## config.mk

```make
export PLATFORM = sky130hd
export DESIGN_NAME = adc_result_and_reference_select
export DESIGN_NICKNAME = d
export VERILOG_FILES = /design/src/adc_result_and_reference_select.v /design/src/adc_sel_decode.v /design/src/adc_result_format.v
export VERILOG_INCLUDE_DIRS = /design/src /design/src/src
export SDC_FILE = /design/constraint.sdc
export NUM_CORES = 1
export LEC_CHECK = 0
export BUFFER_PORTS_ARGS = -buffer_cell sky130_fd_sc_hd__buf_4
export CORE_UTILIZATION = 35
export DETAILED_ROUTE_END_ITERATION = 12
export PLACE_DENSITY_LB_ADDON = 0.3
export SKIP_LAST_GASP = 1
export SYNTH_ARGS = -nofsm -noshare
export SYNTH_HDL_FRONTEND = slang
export SYNTH_SLANG_ARGS = --single-unit
```

## constraint.sdc

```tcl
create_clock -name pclk -period 7.7 [get_ports pclk]
set_input_delay 1.925 -clock pclk [delete_from_list [all_inputs] [get_ports pclk]]
set_output_delay 1.925 -clock pclk [all_outputs]
set_load 0.01 [all_outputs]
```

## src/adc_sel_consts.vh

```
// register offsets, field positions and reset values of the result and selection block
`ifndef ADC_SEL_CONSTS_VH
`define ADC_SEL_CONSTS_VH

// ----------------------------------------
// register indices (byte address = index * 4)
// ----------------------------------------
`define IDX_CTRL_B 4'h3
`define IDX_RESULT_LOW 4'h4
`define IDX_RESULT_HIGH 4'h5
`define IDX_CTRL_A 4'h6
`define IDX_INPUT_SELECT 4'h7
`define IDX_IRQ_STATUS 4'h8
`define IDX_IRQ_MASK 4'h9

// ----------------------------------------
// input select fields
// ----------------------------------------
`define SEL_REF_HI 7
`define SEL_REF_LO 6
`define SEL_CHAN_HI 5
`define SEL_CHAN_LO 0
`define SEL_GAIN_BIT 0
`define RST_INPUT_SELECT 8'h00

// ----------------------------------------
// control a and b fields
// ----------------------------------------
`define CA_ENABLE 7
`define CA_START 6
`define CA_DONE_FLAG 4
`define CA_IRQ_EN 3
`define CB_BIPOLAR 7
`define RST_CTRL_A 8'h00
`define RST_CTRL_B 8'h00

// ----------------------------------------
// interrupt status and mask
// ----------------------------------------
`define IRQ_DONE 0
`define RST_IRQ_MASK 8'h00

// ----------------------------------------
// codes
// ----------------------------------------
`define CHAN_TEMPERATURE 6'h22
`define CHAN_DIFF_FIRST 6'h08
`define CHAN_DIFF_LAST 6'h1f
`define CHAN_CAL_FIRST 6'h23
`define CHAN_CAL_LAST 6'h27
`define CHAN_REV_FIRST 6'h28
`define REF_SUPPLY 2'h0
`define REF_EXTERNAL 2'h1
`define REF_INTERNAL 2'h2
`define REF_INT_TO_PIN 2'h3
`define GAIN_HIGH 5'h14
`define GAIN_UNITY 5'h01
`define UNI_MAX 16'h03ff
`define BIP_MAX 16'h01ff
`define BIP_MIN 16'hfe00

`endif

```

## src/adc_result_and_reference_select.v

```verilog
// apb register file, selection locking and result capture of the converter
`timescale 1ns/1ps
`default_nettype none
`include "adc_sel_consts.vh"

module adc_result_and_reference_select #(
  parameter ADDR_W = 8
) (
  input wire pclk,
  input wire presetn,
  input wire psel,
  input wire penable,
  input wire pwrite,
  input wire [ADDR_W-1:0] paddr,
  input wire [31:0] pwdata,
  input wire [3:0] pstrb,
  output wire [31:0] prdata,
  output wire pready,
  output wire pslverr,
  input wire conv_done,
  input wire [9:0] conv_se_code,
  input wire [10:0] conv_diff_code,
  input wire irq_ack,
  output wire conv_start,
  output wire conv_busy,
  output wire adc_enable,
  output wire [5:0] active_channel,
  output wire diff_mode,
  output wire gain_20x,
  output wire bipolar_mode,
  output wire temp_sensor_en,
  output wire ref_vcc_en,
  output wire ref_ext_en,
  output wire ref_int_en,
  output wire ref_pin_drive,
  output wire irq
);

  // ----------------------------------------
  // bus decode
  // ----------------------------------------
  wire setup_ph;
  wire access_ph;
  wire wr_acc;
  wire rd_acc;
  wire lane0;
  wire [3:0] idx;
  wire addr_hit;
  wire upper_zero;

  function is_reg;
    input [3:0] i;
    begin
      is_reg = (i == `IDX_CTRL_B) || (i == `IDX_RESULT_LOW) ||
               (i == `IDX_RESULT_HIGH) || (i == `IDX_CTRL_A) ||
               (i == `IDX_INPUT_SELECT) || (i == `IDX_IRQ_STATUS) ||
               (i == `IDX_IRQ_MASK);
    end
  endfunction

  assign idx = paddr[5:2];
  assign upper_zero = (paddr[ADDR_W-1:6] == {(ADDR_W-6){1'b0}}) && (paddr[1:0] == 2'b00);
  assign addr_hit = upper_zero && is_reg(idx);
  assign setup_ph = psel & ~penable;
  assign access_ph = psel & penable;
  assign wr_acc = access_ph & pwrite & addr_hit;
  assign rd_acc = access_ph & ~pwrite & addr_hit;
  // registers are one byte wide, so only the lowest lane matters
  assign lane0 = pstrb[0];
  // zero wait states keeps software timing simple
  assign pready = 1'b1;
  // unmapped or misaligned: refused, the write is dropped and reads give zero
  assign pslverr = access_ph & ~addr_hit;

  // ----------------------------------------
  // registers
  // ----------------------------------------
  reg [7:0] input_select_r;
  reg [7:0] active_sel_r;
  reg [7:0] active_sel_nxt;
  reg enable_r;
  reg busy_r;
  reg busy_nxt;
  reg start_pulse_r;
  reg start_pulse_nxt;
  reg done_flag_r;
  reg done_flag_nxt;
  reg irq_en_r;
  reg [2:0] prescale_r;
  reg ctrl_a_free_r;
  reg bipolar_r;
  reg [6:0] ctrl_b_rest_r;
  reg [9:0] result_r;
  reg irq_status_r;
  reg irq_status_nxt;
  reg [7:0] irq_mask_r;
  reg [31:0] prdata_r;
  reg [7:0] rd_byte;

  wire sel_wr;
  wire ca_wr;
  wire cb_wr;
  wire mask_wr;
  wire status_rd;
  wire en_nxt;
  wire start_req;
  wire finish;
  wire [9:0] formatted;

  assign sel_wr = wr_acc & lane0 & (idx == `IDX_INPUT_SELECT);
  assign ca_wr = wr_acc & lane0 & (idx == `IDX_CTRL_A);
  assign cb_wr = wr_acc & lane0 & (idx == `IDX_CTRL_B);
  assign mask_wr = wr_acc & lane0 & (idx == `IDX_IRQ_MASK);
  assign status_rd = rd_acc & (idx == `IDX_IRQ_STATUS);
  assign en_nxt = ca_wr ? pwdata[`CA_ENABLE] : enable_r;
  // start written with enable in the same write is accepted
  assign start_req = ca_wr & pwdata[`CA_START] & pwdata[`CA_ENABLE] & ~busy_r;
  // completion is only honoured for a conversion this block started
  assign finish = busy_r & conv_done & enable_r;

  // ----------------------------------------
  // software written registers
  // ----------------------------------------
  always @(posedge pclk or negedge presetn) begin
    if (!presetn) begin
      input_select_r <= `RST_INPUT_SELECT;
      enable_r <= 1'b0;
      irq_en_r <= 1'b0;
      prescale_r <= 3'h0;
      ctrl_a_free_r <= 1'b0;
      bipolar_r <= 1'b0;
      ctrl_b_rest_r <= 7'h00;
      irq_mask_r <= `RST_IRQ_MASK;
    end else begin
      if (sel_wr) begin
        input_select_r <= pwdata[7:0];
      end
      if (ca_wr) begin
        enable_r <= pwdata[`CA_ENABLE];
        ctrl_a_free_r <= pwdata[5];
        irq_en_r <= pwdata[`CA_IRQ_EN];
        prescale_r <= pwdata[2:0];
      end
      if (cb_wr) begin
        bipolar_r <= pwdata[`CB_BIPOLAR];
        ctrl_b_rest_r <= pwdata[6:0];
      end
      if (mask_wr) begin
        irq_mask_r <= pwdata[7:0];
      end
    end
  end

  // ----------------------------------------
  // conversion sequencing and selection lock
  // ----------------------------------------
  always @* begin
    busy_nxt = busy_r;
    start_pulse_nxt = 1'b0;
    active_sel_nxt = active_sel_r;
    if (!en_nxt) begin
      // disabling ends a conversion in progress
      busy_nxt = 1'b0;
    end else if (start_req) begin
      busy_nxt = 1'b1;
      start_pulse_nxt = 1'b1;
    end else if (finish) begin
      busy_nxt = 1'b0;
    end
    // a select written on the finishing edge serves the next conversion
    // selection locked while busy
    if (!busy_r || finish) begin
      active_sel_nxt = sel_wr ? pwdata[7:0] : input_select_r;
    end
  end

  always @(posedge pclk or negedge presetn) begin
    if (!presetn) begin
      busy_r <= 1'b0;
      start_pulse_r <= 1'b0;
      active_sel_r <= `RST_INPUT_SELECT;
    end else begin
      busy_r <= busy_nxt;
      start_pulse_r <= start_pulse_nxt;
      active_sel_r <= active_sel_nxt;
    end
  end

  // ----------------------------------------
  // result capture and completion flag
  // ----------------------------------------
  always @* begin
    done_flag_nxt = done_flag_r;
    // write one or vector acknowledge clears
    if ((ca_wr & pwdata[`CA_DONE_FLAG]) | irq_ack) begin
      done_flag_nxt = 1'b0;
    end
    // set wins over a clear in the same cycle
    if (finish) begin
      done_flag_nxt = 1'b1;
    end
  end

  always @(posedge pclk or negedge presetn) begin
    if (!presetn) begin
      done_flag_r <= 1'b0;
      result_r <= 10'h000;
    end else begin
      done_flag_r <= done_flag_nxt;
      // results change only with the flag
      if (finish) begin
        result_r <= formatted;
      end
    end
  end

  // ----------------------------------------
  // interrupt status
  // ----------------------------------------
  always @* begin
    irq_status_nxt = irq_status_r;
    if (status_rd) begin
      irq_status_nxt = 1'b0;
    end
    // a completion beside the clearing read still wins
    if (finish) begin
      irq_status_nxt = 1'b1;
    end
  end

  always @(posedge pclk or negedge presetn) begin
    if (!presetn) begin
      irq_status_r <= 1'b0;
    end else begin
      irq_status_r <= irq_status_nxt;
    end
  end

  // control a interrupt enable still gates the line for software using that bit
  assign irq = irq_status_r & irq_mask_r[`IRQ_DONE] & irq_en_r;

  // ----------------------------------------
  // read data
  // ----------------------------------------
  always @* begin
    rd_byte = 8'h00;
    case (idx)
      `IDX_CTRL_B: begin
        rd_byte = {bipolar_r, ctrl_b_rest_r};
      end
      `IDX_RESULT_LOW: begin
        rd_byte = result_r[7:0];
      end
      `IDX_RESULT_HIGH: begin
        rd_byte = {6'h00, result_r[9:8]};
      end
      `IDX_CTRL_A: begin
        rd_byte = {enable_r, busy_r, ctrl_a_free_r, done_flag_r, irq_en_r, prescale_r};
      end
      `IDX_INPUT_SELECT: begin
        rd_byte = input_select_r;
      end
      `IDX_IRQ_STATUS: begin
        rd_byte = {7'h00, irq_status_r};
      end
      `IDX_IRQ_MASK: begin
        rd_byte = irq_mask_r;
      end
      default: begin
        rd_byte = 8'h00;
      end
    endcase
  end

  // read data is captured in setup so it comes from a flip-flop
  always @(posedge pclk or negedge presetn) begin
    if (!presetn) begin
      prdata_r <= 32'h00000000;
    end else if (setup_ph & ~pwrite) begin
      prdata_r <= (upper_zero && is_reg(idx)) ? {24'h000000, rd_byte} : 32'h00000000;
    end
  end

  assign prdata = prdata_r;

  // ----------------------------------------
  // analog control
  // ----------------------------------------
  adc_sel_decode u_decode (
    .sel(active_sel_r),
    .diff_mode(diff_mode),
    .gain_20x(gain_20x),
    .temp_sensor_en(temp_sensor_en),
    .ref_vcc_en(ref_vcc_en),
    .ref_ext_en(ref_ext_en),
    .ref_int_en(ref_int_en),
    .ref_pin_drive(ref_pin_drive)
  );

  // bipolar is read live; software changes it between conversions only
  adc_result_format u_format (
    .se_code(conv_se_code),
    .diff_code(conv_diff_code),
    .diff_mode(diff_mode),
    .gain_20x(gain_20x),
    .bipolar(bipolar_r),
    .result(formatted)
  );

  assign conv_start = start_pulse_r;
  assign conv_busy = busy_r;
  assign adc_enable = enable_r;
  // the analog mux sees the locked copy, not the software register
  assign active_channel = active_sel_r[`SEL_CHAN_HI:`SEL_CHAN_LO];
  assign bipolar_mode = bipolar_r;

endmodule
`default_nettype wire

```

## src/adc_sel_decode.v

```verilog
// decode of the locked channel and reference codes into analog controls
`timescale 1ns/1ps
`default_nettype none
`include "adc_sel_consts.vh"

module adc_sel_decode (
  input wire [7:0] sel,
  output reg diff_mode,
  output reg gain_20x,
  output reg temp_sensor_en,
  output reg ref_vcc_en,
  output reg ref_ext_en,
  output reg ref_int_en,
  output reg ref_pin_drive
);
  wire [5:0] chan;
  wire [1:0] ref_code;
  assign chan = sel[`SEL_CHAN_HI:`SEL_CHAN_LO];
  assign ref_code = sel[`SEL_REF_HI:`SEL_REF_LO];

  always @* begin
    diff_mode = ((chan >= `CHAN_DIFF_FIRST) && (chan <= `CHAN_DIFF_LAST)) ||
                ((chan >= `CHAN_CAL_FIRST) && (chan <= `CHAN_CAL_LAST)) ||
                (chan >= `CHAN_REV_FIRST);
    gain_20x = diff_mode & chan[`SEL_GAIN_BIT];
    temp_sensor_en = (chan == `CHAN_TEMPERATURE);
    ref_vcc_en = (ref_code == `REF_SUPPLY);
    ref_ext_en = (ref_code == `REF_EXTERNAL);
    ref_int_en = (ref_code == `REF_INTERNAL) || (ref_code == `REF_INT_TO_PIN);
    ref_pin_drive = (ref_code == `REF_INT_TO_PIN);
  end
endmodule
`default_nettype wire

```

## src/adc_result_format.v

```verilog
// scaling and saturation of raw converter codes into the ten-bit result
`timescale 1ns/1ps
`default_nettype none
`include "adc_sel_consts.vh"

module adc_result_format (
  input wire [9:0] se_code,
  input wire signed [10:0] diff_code,
  input wire diff_mode,
  input wire gain_20x,
  input wire bipolar,
  output reg [9:0] result
);
  wire signed [15:0] product;
  wire signed [15:0] halved;
  assign product = $signed({{5{diff_code[10]}}, diff_code}) *
                   $signed({11'h000, (gain_20x ? `GAIN_HIGH : `GAIN_UNITY)});
  assign halved = product >>> 1;

  function [9:0] clamp;
    input signed [15:0] v;
    input signed [15:0] lo;
    input signed [15:0] hi;
    begin
      if (v < lo) begin
        clamp = lo[9:0];
      end else if (v > hi) begin
        clamp = hi[9:0];
      end else begin
        clamp = v[9:0];
      end
    end
  endfunction

  always @* begin
    if (!diff_mode) begin
      result = se_code;
    end else if (bipolar) begin
      result = clamp(halved, $signed(`BIP_MIN), $signed(`BIP_MAX));
    end else begin
      result = clamp(product, 16'sh0000, $signed(`UNI_MAX));
    end
  end
endmodule
`default_nettype wire

```

==> flow_summary_export.csv <==
group,metric,value,unit
timing,period_needed,5630,ps
synthesis,yosysWarnings,0,
route,ant_nets,0,
synthesis,ys.flop_type,"dfrtp_1",
floorplan,die_y,116,µm
placed_design,routabilityCongestion,0.843,
synthesis,ys_seq_area_share,33.2,%
outcome,violations,"design-rule violations",
floorplan,fp-row-count,41,
timing,maxSlewViolCount,0,
setup_path,crit_buf_inv,3,
clock_tree,cts_setup_buffers,0,
grt,met1_usage,21.8,%
grt,grt.total_usage,16.5,%
placed_design,port_buffers,71,
clock_tree,cts_buffers,9,
synthesis,synth_edf_count,0,
clock_tree,clock_latency,330,ps
grt,use_met2,27.9,%
floorplan,die_w,116,µm
synthesis,syn-instance-count,479,
grt,grt-busiest-layer,"met2",
route,dr_total_vias,3626,
route,drt-vias-per-instance,5.04,
finish,finalNetCount,650,
setup_path,crit_chain,"buf_4, and2_1, a21o_1, ha_1, inv_1, fa_1, inv_1, ha_1, a211oi_1, o21ai_0, a2111o_1, nand3_1, and3_1, nand3_1, a31oi_2, a31oi_1",
clock_tree,clk_path_buf_depth,2,
route,wl_per_cell,14.6,µm
power_and_ir_drop,power.density,152,nW/µm²
grt,grt_pass1_wl,17100,µm
setup_path,arrival,5810,ps
synthesis,synth_area,4520,µm²
timing,relSlewSlack,18.9,%
clock_tree,cts-root-buf,"clkbuf_16",
power_and_ir_drop,p_leak,2.68,nW
timing,setup_viol,0,
setup_path,crit_path_start_kind,"input pin",
setup_path,max_stage_delay,520,ps
finish,final_util,42.1,%
timing,fin_skew,5.69,ps
route,drt-initial-drc-count,199,
grt,grt_max_degree,61,
clock_tree,cts_hold_buf,0,
clock_tree,cts_resized,0,
grt,grt_overflow,0,
timing,worstMarginPinSlew,1200,ps
floorplan,coreArea,12600,µm²
finish,drive_above_1_share,24.3,%
flow_run,maxCapViolations,0,
finish,area_delta_synth_final,17.7,%
timing,finalHoldViolCount,0,
clock_tree,clkSinkCount,60,
clock_tree,cts_tree,"built",
grt,grt_pass1_vias,3515,
timing,finalCritPeriodShare,73.1,%
timing,max_freq,178,MHz
route,drt-total-wl,10500,µm
synthesis,syn_area_per_cell,9.43,µm²
synthesis,async_reset_ff_share,100,%
timing,setup_tns,0,ps
setup_path,cp_max_fo,11,
timing,rsz0062_at_grt,"no",
setup_path,critPathKind,"input pin to register",
setup_path,crit_slowest_cell,"fa_1",
outcome,run_status,"complete, but fails checks",
floorplan,die_area,13400,µm²
clock_tree,path_clk_slew,50,ps
route,route.detailed.drc,2,
clock_tree,htree_levels,3,
setup_path,worst_path_dominant_cell_family,"compound AO/OA/AOI/OAI gates",
route,first_pass_iters,8,
placed_design,hpwlAfterDp,8240,µm
grt,antenna_found_initial,0,
finish,antenna_cells,0,
floorplan,start_util,35.8,%
power_and_ir_drop,peakVddDrop,121,µV
grt,grt_use_met3,2.93,%
synthesis,synth.distinct_cells,64,
min_path,hp-class,"register to register",
setup_path,cp.required,7880,ps
synthesis,ys_ff_latch,60,
setup_path,end_kind,"register",
floorplan,io_pins,124,
==> logic make-up (layout without fill, tap and decap cells) <==
group | Yosys count | after routing | synth area share [%]
other | 2 | 33 | 0.166
adders and majority gates | 36 | 36 | 11.6
muxes | 44 | 44 | 10.9
xor gates and xnor gates | 10 | 10 | 1.94
DFF | 60 | 60 | 33.2
and+or+nand+nor | 122 | 122 | 14.4
AOI/OAI and AO/OA | 114 | 114 | 16.8
buffers and inverters | 91 | 128 | 10.9
==> path summary, 6_finish.rpt <==
kind,slack (ps),depth (start not counted),end,from
max,2070,16,result_r[5],conv_diff_code[3]
min,480,2,prdata[7],prdata[7]
max reg2reg,2470,19,result_r[5],active_sel_r[4]
min reg2reg,480,2,prdata[7],prdata[7]
max in group asynchronous,5520,1,input_select_r[0],presetn
min in group asynchronous,1650,1,irq_status_r,presetn
==> cells in the final DEF (no fill, tap or decap), types with 20 or more instances in the layout <==
| master | n |
|---|---|
| buf_4 | 72 |
| dfrtp_1 | 60 |
| inv_1 | 40 |
| o21ai_0 | 35 |
| conb_1 | 33 |
| mux2_2 | 32 |
| nand2_1 | 27 |
| ha_1 | 26 |
| nor2_1 | 24 |
| and2_1 | 20 |
==> final cells by class <==
type / count / area (µm²)
clock inverter: 5 / 27.5
tap: 172 / 215
sequential: 60 / 1500
fill: 1312 / 7300
clock buffer: 11 / 243
multi-input combinational: 359 / 2640
inverter: 40 / 150
timing repair buffer: 72 / 541
==> routing by layer <==
layer / vias to the layer above / wire length (µm)
li1: 1752 / -
met1: 1767 / 4820
met2: 97 / 5130
met3: 10 / 454
met4: 0 / 88
met5: - / 0
==> stage by stage <==
| step | instance area (µm²) | hold slack [ps] | std cells | worst slack, ps | total power, mW |
|---|---|---|---|---|---|
| 2_1_floorplan | 4630 | 469 | 510 | 2240 | 0.416 |
| 3_3_place_gp | 5050 | 466 | 703 | 1820 | 0.449 |
| 3_5_place_dp | 5050 | 472 | 703 | 1760 | 0.451 |
| 4_1_cts | 5320 | 484 | 719 | 2110 | 0.811 |
| 5_1_grt | 5320 | 504 | 719 | 1840 | 0.841 |
| 6_report | 5320 | 478 | 719 | 2070 | 0.806 |
==> synth_stat cells, types with 3 or more instances <==
cell type / n / share of area (%)
a21o_1: 8 / 1.3
nor2_1: 24 / 2.0
dfrtp_1: 60 / 33
inv_1: 40 / 3.3
a22oi_1: 7 / 1.2
nand3b_1: 4 / 0.66
mux2i_1: 3 / 0.66
fa_1: 10 / 4.4
nand2_1: 27 / 2.2
ha_1: 26 / 7.2
nand2b_1: 3 / 0.42
o22ai_1: 3 / 0.42
or2_2: 3 / 0.42
o21ai_0: 35 / 3.9
nor2b_1: 5 / 0.69
clkbuf_1: 10 / 0.83
a32oi_1: 3 / 0.58
buf_4: 33 / 5.5
mux2_2: 32 / 8.0
and3_1: 5 / 0.69
a211oi_1: 3 / 0.50
and2_1: 20 / 2.8
a22o_1: 3 / 0.58
or3_1: 11 / 1.5
xor2_1: 4 / 0.78
a31oi_1: 9 / 1.2
a21oi_1: 17 / 1.9
a221oi_1: 4 / 0.78
xnor2_1: 6 / 1.2
nand3_1: 5 / 0.55
o21a_1: 4 / 0.66
buf_2: 3 / 0.33
nor3_1: 3 / 0.33
mux2_1: 9 / 2.2
==> flip-flops by register name, summed over array words and instances (netlist names) <==
signal	count
prdata	8
ctrl_a_free_r	1
irq_mask_r	8
prescale_r	3
result_r	10
irq_en_r	1
conv_busy	1
done_flag_r	1
irq_status_r	1
conv_start	1
bipolar_mode	1
adc_enable	1
active_sel_r	8
ctrl_b_rest_r	7
input_select_r	8
==> worst min-delay path, cell delays in order (launching register included) <==
cell and delay, ps:
dfrtp_1 340, nand2_1 40, o21ai_0 60
==> where the power goes <==
group          switching, mW  internal (mW)
clock network          0.137          0.224
logic                 0.0758         0.0524
registers           0.000532          0.316
total                  0.213          0.593
(Power assumes the default switching activity.)
